==> config.mk <==
export PLATFORM = sky130hd
export DESIGN_NAME = blu_datapath
export DESIGN_NICKNAME = d
export VERILOG_FILES = /design/src/hdl/blu_pkg.sv /design/src/hdl/blu_logic_unit.sv /design/src/hdl/blu_datapath.sv
export VERILOG_INCLUDE_DIRS = /design/src /design/src/hdl
export SDC_FILE = /design/constraint.sdc
export NUM_CORES = 1
export LEC_CHECK = 0
export BUFFER_PORTS_ARGS = -buffer_cell sky130_fd_sc_hd__clkbuf_2
export CAP_MARGIN = 5
export CORE_MARGIN = 2
export CORE_UTILIZATION = 54
export DETAILED_ROUTE_END_ITERATION = 10
export PLACE_DENSITY = 0.76
export SLEW_MARGIN = 25
export SYNTH_ARGS = -nofsm -noshare
export SYNTH_HDL_FRONTEND = slang
export SYNTH_SLANG_ARGS = --single-unit
export TNS_END_PERCENT = 30
==> constraint.sdc <==
create_clock -name clk -period 1.85 [get_ports clk]
set_clock_uncertainty 0.1 [all_clocks]
set_input_delay 0 -clock clk [delete_from_list [all_inputs] [get_ports clk]]
set_output_delay 0 -clock clk [all_outputs]
set_load 0.02 [all_outputs]
==> src/hdl/blu_regs.svh <==
// Constants for the bitblt logic unit and queue
`ifndef BLU_REGS_SVH
`define BLU_REGS_SVH
`define BLU_WORD_W      16
`define BLU_DEPTH       16
`define BLU_PA_W        4
`define BLU_FN_W        4
`define BLU_SLOT0       16'h0001
`define BLU_WORD_ZERO   16'h0000
`define BLU_WORD_ONES   16'hFFFF
`define BLU_PA_MAX      4'hF
`define BLU_FN_SD       3
`define BLU_FN_SND      2
`define BLU_FN_NSD      1
`define BLU_FN_NSND     0
`endif

==> src/hdl/blu_pkg.sv <==
// Types shared by the bitblt logic unit files
package blu_pkg;
    typedef logic [15:0] blu_word_t;
    typedef enum logic {BLU_MODE_BLIT, BLU_MODE_LINE} blu_mode_t;
endpackage : blu_pkg

==> src/hdl/blu_logic_unit.sv <==
// Combinational sixteen-function logic unit with destination masking
`timescale 1ns/1ps
`include "blu_regs.svh"
module blu_logic_unit (
    input  wire logic [`BLU_FN_W-1:0]   logic_function_code,
    input  wire blu_pkg::blu_word_t     src,
    input  wire blu_pkg::blu_word_t     dst,
    input  wire blu_pkg::blu_word_t     mask,
    output wire blu_pkg::blu_word_t     result
);
    genvar i;
    generate
        for (i = 0; i < `BLU_WORD_W; i = i + 1) begin : g_bit
            logic f;
            // All bits evaluated in parallel with one function code
            assign f = (logic_function_code[`BLU_FN_SD]   &  src[i] &  dst[i]) |
                       (logic_function_code[`BLU_FN_SND]  &  src[i] & ~dst[i]) |
                       (logic_function_code[`BLU_FN_NSD]  & ~src[i] &  dst[i]) |
                       (logic_function_code[`BLU_FN_NSND] & ~src[i] & ~dst[i]);
            // Zero mask bit keeps destination
            assign result[i] = mask[i] ? f : dst[i];
        end
    endgenerate
endmodule : blu_logic_unit

==> src/hdl/blu_datapath.sv <==
// Logic unit, line-drawing path and sixteen-word queue for one bitplane
`timescale 1ns/1ps
`include "blu_regs.svh"
// Summary of operation
// - Result is OR of four gated minterms
// - Zero mask bit keeps destination bit
// - Select high means line mode, low blit
// - Line mode bypasses queue for logic
// - Line mode ignores shift and mask indices
// - Line mode masks open one addressed bit
// - Pixel p maps to word bit fifteen minus p
// - Pixel latch bit replicated across source
// - Pixel output driven in line mode only
// - Sixteen words, independent read and write ports
// - One-hot ring counters advance on strobes
// - Reset selects location zero for both
// - Counters wrap fifteen to zero, never block
// - Write stores shifter or logic result
// - Read-ahead latch, output updates on read
// - Same-slot read gives old contents
// - Reads and writes every cycle sustained
// - New operand accepted every cycle
module blu_datapath #(
    parameter int WIDTH = `BLU_WORD_W,
    parameter int DEPTH = `BLU_DEPTH
) (
    input  wire logic                   clk,
    input  wire logic                   rst_b,
    input  wire logic                   line_mode_sel,
    input  wire logic [`BLU_FN_W-1:0]   logic_function_code,
    input  wire logic [`BLU_PA_W-1:0]   pixel_bit_address,
    input  wire logic [`BLU_PA_W-1:0]   left_mask_index,
    input  wire logic [`BLU_PA_W-1:0]   right_mask_index,
    input  wire logic [WIDTH-1:0]       blit_mask,
    input  wire logic [WIDTH-1:0]       shifter_word,
    input  wire logic [WIDTH-1:0]       dest_word,
    input  wire logic                   dest_load,
    input  wire logic                   pixel_bit_port_in,
    input  wire logic                   pixel_load,
    input  wire logic                   source_path_enable,
    input  wire logic                   queue_write_strobe,
    input  wire logic                   queue_read_strobe,
    output logic [WIDTH-1:0]            result_word,
    output logic [WIDTH-1:0]            queue_word,
    output logic                        pixel_result_out,
    output logic                        pixel_result_oe_b
);
    // ========================================================================
    // State
    // ========================================================================
    logic [WIDTH-1:0] mem_reg [DEPTH];
    logic [WIDTH-1:0] mem_next [DEPTH];
    logic [DEPTH-1:0] wr_sel_reg, wr_sel_next;
    logic [DEPTH-1:0] rd_sel_reg, rd_sel_next;
    logic [WIDTH-1:0] ahead_reg, ahead_next;
    logic [WIDTH-1:0] queue_word_reg, queue_word_next;
    logic [WIDTH-1:0] dest_reg, dest_next;
    logic             pixel_input_latch_reg, pixel_input_latch_next;
    logic [WIDTH-1:0] result_reg, result_next;
    logic             pix_reg, pix_next;
    logic             pix_oe_b_reg, pix_oe_b_next;
    blu_pkg::blu_mode_t mode;
    logic [WIDTH-1:0] src_op, mask_op, lu_out, line_mask, left_m, right_m;
    logic [WIDTH-1:0] rd_word;
    logic [`BLU_PA_W-1:0] phys_bit;

    // ========================================================================
    // Line-drawing operand selection
    // ========================================================================
    always_comb begin
        mode = line_mode_sel ? blu_pkg::BLU_MODE_LINE : blu_pkg::BLU_MODE_BLIT;
        // Ones-complement maps pixel zero to the top data bit
        phys_bit = `BLU_PA_MAX - pixel_bit_address;
        // Matched pair: left opens bits at and below, right at and above
        left_m  = WIDTH'(`BLU_WORD_ONES) >> pixel_bit_address;
        right_m = ~(WIDTH'(`BLU_WORD_ONES) >> pixel_bit_address) | ({WIDTH{1'b0}} |
                  (WIDTH'(1) << phys_bit));
        line_mask = left_m & right_m;
        // Shift and mask indices have no effect in line mode
        if (mode == blu_pkg::BLU_MODE_LINE) begin
            src_op  = {WIDTH{pixel_input_latch_reg}};
            mask_op = line_mask;
        end else begin
            src_op  = queue_word_reg;
            mask_op = blit_mask;
        end
    end

    blu_logic_unit u_lu (
        .logic_function_code (logic_function_code),
        .src                 (src_op),
        .dst                 (dest_reg),
        .mask                (mask_op),
        .result              (lu_out)
    );

    // ========================================================================
    // Queue read mux
    // ========================================================================
    always_comb begin
        // Look at the slot selected after this edge, so back-to-back reads advance
        rd_word = '0;
        for (int k = 0; k < DEPTH; k++) begin
            if (rd_sel_next[k]) begin
                rd_word = rd_word | mem_reg[k];
            end
        end
    end

    // ========================================================================
    // Next state
    // ========================================================================
    always_comb begin
        for (int k = 0; k < DEPTH; k++) begin
            // Write port independent of read port
            mem_next[k] = (queue_write_strobe && wr_sel_reg[k]) ?
                          (source_path_enable ? shifter_word : result_reg) : mem_reg[k];
        end
        // Rotate left wraps top slot to slot zero, no full/empty blocking
        wr_sel_next = queue_write_strobe ?
                      {wr_sel_reg[DEPTH-2:0], wr_sel_reg[DEPTH-1]} : wr_sel_reg;
        rd_sel_next = queue_read_strobe ?
                      {rd_sel_reg[DEPTH-2:0], rd_sel_reg[DEPTH-1]} : rd_sel_reg;
        // Read-ahead copies stored word every cycle; same-slot write not seen
        ahead_next = rd_word;
        // Output word only moves on read strobe, both strobes every cycle ok
        queue_word_next = queue_read_strobe ? ahead_reg : queue_word_reg;
        dest_next = dest_load ? dest_word : dest_reg;
        pixel_input_latch_next = pixel_load ? pixel_bit_port_in : pixel_input_latch_reg;
        result_next = lu_out;
        pix_next = lu_out[phys_bit];
        // Enable low only while drawing lines
        pix_oe_b_next = (mode != blu_pkg::BLU_MODE_LINE);
    end

    // ========================================================================
    // Registers
    // ========================================================================
    always_ff @(posedge clk) begin
        if (!rst_b) begin
            wr_sel_reg            <= DEPTH'(`BLU_SLOT0);
            rd_sel_reg            <= DEPTH'(`BLU_SLOT0);
            ahead_reg             <= `BLU_WORD_ZERO;
            queue_word_reg        <= `BLU_WORD_ZERO;
            dest_reg              <= `BLU_WORD_ZERO;
            pixel_input_latch_reg <= 1'b0;
            result_reg            <= `BLU_WORD_ZERO;
            pix_reg               <= 1'b0;
            pix_oe_b_reg          <= 1'b1;
        end else begin
            wr_sel_reg            <= wr_sel_next;
            rd_sel_reg            <= rd_sel_next;
            ahead_reg             <= ahead_next;
            queue_word_reg        <= queue_word_next;
            dest_reg              <= dest_next;
            pixel_input_latch_reg <= pixel_input_latch_next;
            result_reg            <= result_next;
            pix_reg               <= pix_next;
            pix_oe_b_reg          <= pix_oe_b_next;
        end
    end

    // Storage has no reset; contents are undefined until written
    always_ff @(posedge clk) begin
        for (int k = 0; k < DEPTH; k++) begin
            mem_reg[k] <= mem_next[k];
        end
    end

    assign result_word       = result_reg;
    assign queue_word        = queue_word_reg;
    assign pixel_result_out  = pix_reg;
    assign pixel_result_oe_b = pix_oe_b_reg;
endmodule : blu_datapath

==> metrics.txt <==
status finished, violations left; violations in the final reports setup timing; WP data arrival roughly 2.3 ns; CTS tree built; Critical Path Fanout Max 13; Switch Pwr around 3800 uW; cell-by-cell listing of the critical path buf_12 -> mux2i_4 -> mux4_2 -> mux2i_4 -> o22ai_1 -> o22ai_1 -> o22ai_1; H-tree depth 2; relative max-transition margin about three fifths; unique cell type count in the Yosys netlist 37; post-synth net total between 900 and 1,000; number of enable-type register cells in the synthesized netlist around 260; most used cells in the layout excluding fill and tap cells sky130_fd_sc_hd__edfxtp_1 (256), sky130_fd_sc_hd__buf_4 (120), sky130_fd_sc_hd__clkbuf_2 (98); clock sink total 355; worst-path cell with the longest stage delay sky130_fd_sc_hd__mux4_2; final antenna-violating net count 0; Switching Share 21.8%; Nets 1,212; overall via count from detail_route ~9,300; routed length per instance ~26 um; dpl ws -0.180 ns; final worst slack -0.209 ns; Largest register FFs 256; detailed-router iteration count before antenna repair 6; clock tree root driver cell sky130_fd_sc_hd__clkbuf_16; number of buffers between clock root and the deepest sink 3; via density per instance about 6.2; crit path launch type register; highest achievable clock rate approximately 0.49 GHz; maximum number of pins on one net before global-route repair between 50 and 60; Max Transition Viols Final 0; shortest clock period the worst path allows after layout ~2.1 ns; core area 25,100 um^2; wire length of the first global-routing pass between 50,000 and 60,000 um; Final period util 111%; Yosys Warn Count 0; die outline height roughly 160 um; Tightest Hold Check Type input port to register; overall die area between 20,000 and 30,000 um^2; initial antenna violation count 1; worst ir drop on vdd 664 uV; Ports roughly 110; number of DRC markers after the initial detailed-route iteration roughly 1,100; #FFs+latches synth 355; part of the Yosys area used for sequential elements 70.2%; average cell area after synthesis ~16 um^2; internal cell power 13,700 uW; number of global-route vias before repair 9,347; layout-stage area growth over the synthesis result 26.3%; aggregate global routing overflow 0; TritonCTS buffer count 35; Overall Global Routing Usage between 20% and 30%; transition at the pin with the smallest max-transition slack between 0.6 and 0.7 ns; Residual DRC 0; drt total wl ~40,000 um; half-perimeter wire length after placement approximately 24,000 um; Crit path largest cell delay approximately 0.56 ns; FFs w/ async S/R, synth 0%; RSZ-0062 raised after global routing yes; synthesized instance count slightly below 900; number of rows in the core area 58; GP Congestion about 0.85; insertion delay of the later-clocked pin in the worst-skew pair between 0.5 and 0.6 ns; CP most frequent cell sky130_fd_sc_hd__o22ai_1; count of input and output buffers 98; Setup-failing EPs final 12; most common cell after layout, fill and taps aside sky130_fd_sc_hd__edfxtp_1; Most used DFF post-synth sky130_fd_sc_hd__edfxtp_1; Starting Density a little over half; portion of total power attributed to the clock network 41.8%; fraction of final layout cells sized beyond drive strength 1 between 30% and 40%; Mapped Area ~14,000 um^2; maxcap violations 0; Seq pwr share about half; clock-pin transition on the worst setup and hold timing paths about 0.07 ns; leakage power summed over all cells 0.00639 uW; final-layout worst hold slack 0.00717 ns; type of the worst setup path register to register; DIE WIDTH about 160 um; final hold violations 0; required time of the critical path roughly 2.1 ns; share of power burned in combinational logic 7.9%; crit end category register; P per Cell Area 1010 nW/um^2
-- synth_stat cells, types with 2 or more instances --
| cell | instances | share of area [%] |
|---|---|---|
| sky130_fd_sc_hd__o211ai_1 | 3 | 0.16 |
| sky130_fd_sc_hd__clkbuf_1 | 31 | 0.85 |
| sky130_fd_sc_hd__nor2_1 | 18 | 0.49 |
| sky130_fd_sc_hd__a221oi_1 | 52 | 3.3 |
| sky130_fd_sc_hd__and3_1 | 11 | 0.50 |
| sky130_fd_sc_hd__buf_4 | 2 | 0.11 |
| sky130_fd_sc_hd__or2_2 | 2 | 0.091 |
| sky130_fd_sc_hd__mux2_4 | 2 | 0.22 |
| sky130_fd_sc_hd__a31oi_1 | 32 | 1.5 |
| sky130_fd_sc_hd__a21oi_1 | 22 | 0.80 |
| sky130_fd_sc_hd__buf_2 | 15 | 0.55 |
| sky130_fd_sc_hd__edfxtp_1 | 256 | 56 |
| sky130_fd_sc_hd__mux4_2 | 15 | 2.5 |
| sky130_fd_sc_hd__nand2b_1 | 4 | 0.18 |
| sky130_fd_sc_hd__and2_1 | 33 | 1.5 |
| sky130_fd_sc_hd__a41oi_1 | 3 | 0.19 |
| sky130_fd_sc_hd__a22o_1 | 42 | 2.7 |
| sky130_fd_sc_hd__a22oi_1 | 43 | 2.3 |
| sky130_fd_sc_hd__buf_6 | 2 | 0.16 |
| sky130_fd_sc_hd__inv_1 | 3 | 0.082 |
| sky130_fd_sc_hd__nor2b_1 | 66 | 3.0 |
| sky130_fd_sc_hd__dfxtp_1 | 99 | 14 |
| sky130_fd_sc_hd__nand3_1 | 4 | 0.15 |
| sky130_fd_sc_hd__o22ai_1 | 7 | 0.32 |
| sky130_fd_sc_hd__mux2i_1 | 65 | 4.7 |
| sky130_fd_sc_hd__and2b_1 | 2 | 0.11 |
| sky130_fd_sc_hd__mux2_2 | 31 | 2.5 |
| sky130_fd_sc_hd__o21ai_0 | 2 | 0.073 |
| sky130_fd_sc_hd__nand3b_1 | 2 | 0.11 |
| sky130_fd_sc_hd__nand2_1 | 7 | 0.19 |
-- critical path, delay by kind of cell, from the launching register on --
kind	cells	cell delay, ns
multiplexers	3	0.90
AO/OA/AOI/OAI	3	0.41
buffers and inverters	1	0.16
flip-flops	1	0.36
-- power groups by stage --
stage | clock (uW) | sequential (uW) | combinational, uW
2_1_floorplan | 0 | 9010 | 634
3_3_place_gp | 0 | 8980 | 1160
3_5_place_dp | 0 | 8990 | 1180
4_1_cts | 7370 | 8820 | 1300
5_1_grt | 7660 | 8840 | 1470
6_report | 7340 | 8830 | 1390
-- per-stage QoR --
step / power, uW / util [%] / area [um^2] / TNS [ns] / std cells
3_5_place_dp: 10200 / 61.2 / 15400 / -1.00 / 1375
2_1_floorplan: 9640 / - / 13800 / -0.0507 / 883
5_1_grt: 18000 / 69.2 / 17400 / -1.28 / 1496
6_report: 17600 / 69.3 / 17400 / -0.661 / 1497
3_3_place_gp: 10100 / 61.2 / 15400 / -0.603 / 1375
4_1_cts: 17500 / 68.2 / 17100 / -0.259 / 1488
-- final timing paths --
path / from / endpoint / slack [ns] / cells after the start
worst max register to register: pixel_input_latch_reg$_SDFFE_PN0P_ / pixel_result_out$_SDFF_PN0_ / -0.21 / 7
worst max-delay path: pixel_input_latch_reg$_SDFFE_PN0P_ / pixel_result_out$_SDFF_PN0_ / -0.21 / 7
worst min register to register: wr_sel_reg[4]$_SDFFE_PN0P_ / wr_sel_reg[4]$_SDFFE_PN0P_ / 0.38 / 2
worst min-delay path: shifter_word[12] / mem_reg[0][76]$_DFFE_PP_ / 0.007 / 2
-- layout make-up --
type	count	area [um^2]
clock inverters	21	243
clock buffers	43	947
multi-input cells	474	4120
repair buffers	270	1980
diodes	1	2.50
flip-flops and latches	355	9670
well taps	330	413
inverters	3	11.3
fillers	1619	7720
-- metal layers --
layer,part of all wire [%],vias up,global-route usage (%)
met5,0,-,0
met4,3.5,0,10.3
met3,10,102,5.71
met2,49,590,50.2
met1,37,4604,36.0
li1,-,4038,-
-- cell families after synthesis --
kind of cell | after synthesis | share of synthesized area (%)
muxes | 113 | 9.93
buffers and inverters | 55 | 1.92
DFF | 355 | 70.2
AOI/OAI and AO/OA | 209 | 11.5
and+or+nand+nor | 151 | 6.42
-- repair_timing --
| action | 4_1_cts | 5_1_grt |
|---|---|---|
| setup buffers | 4 | 7 |
| hold endpoints to repair | 191 | 0 |
| endpoints found under the setup margin | 16 | 20 |
| gates cloned | 0 | 1 |
| pin swaps | 0 | 7 |
| hold buffers | 45 | 0 |
| resized for setup | 15 | 40 |
(Power assumes the default switching activity.)
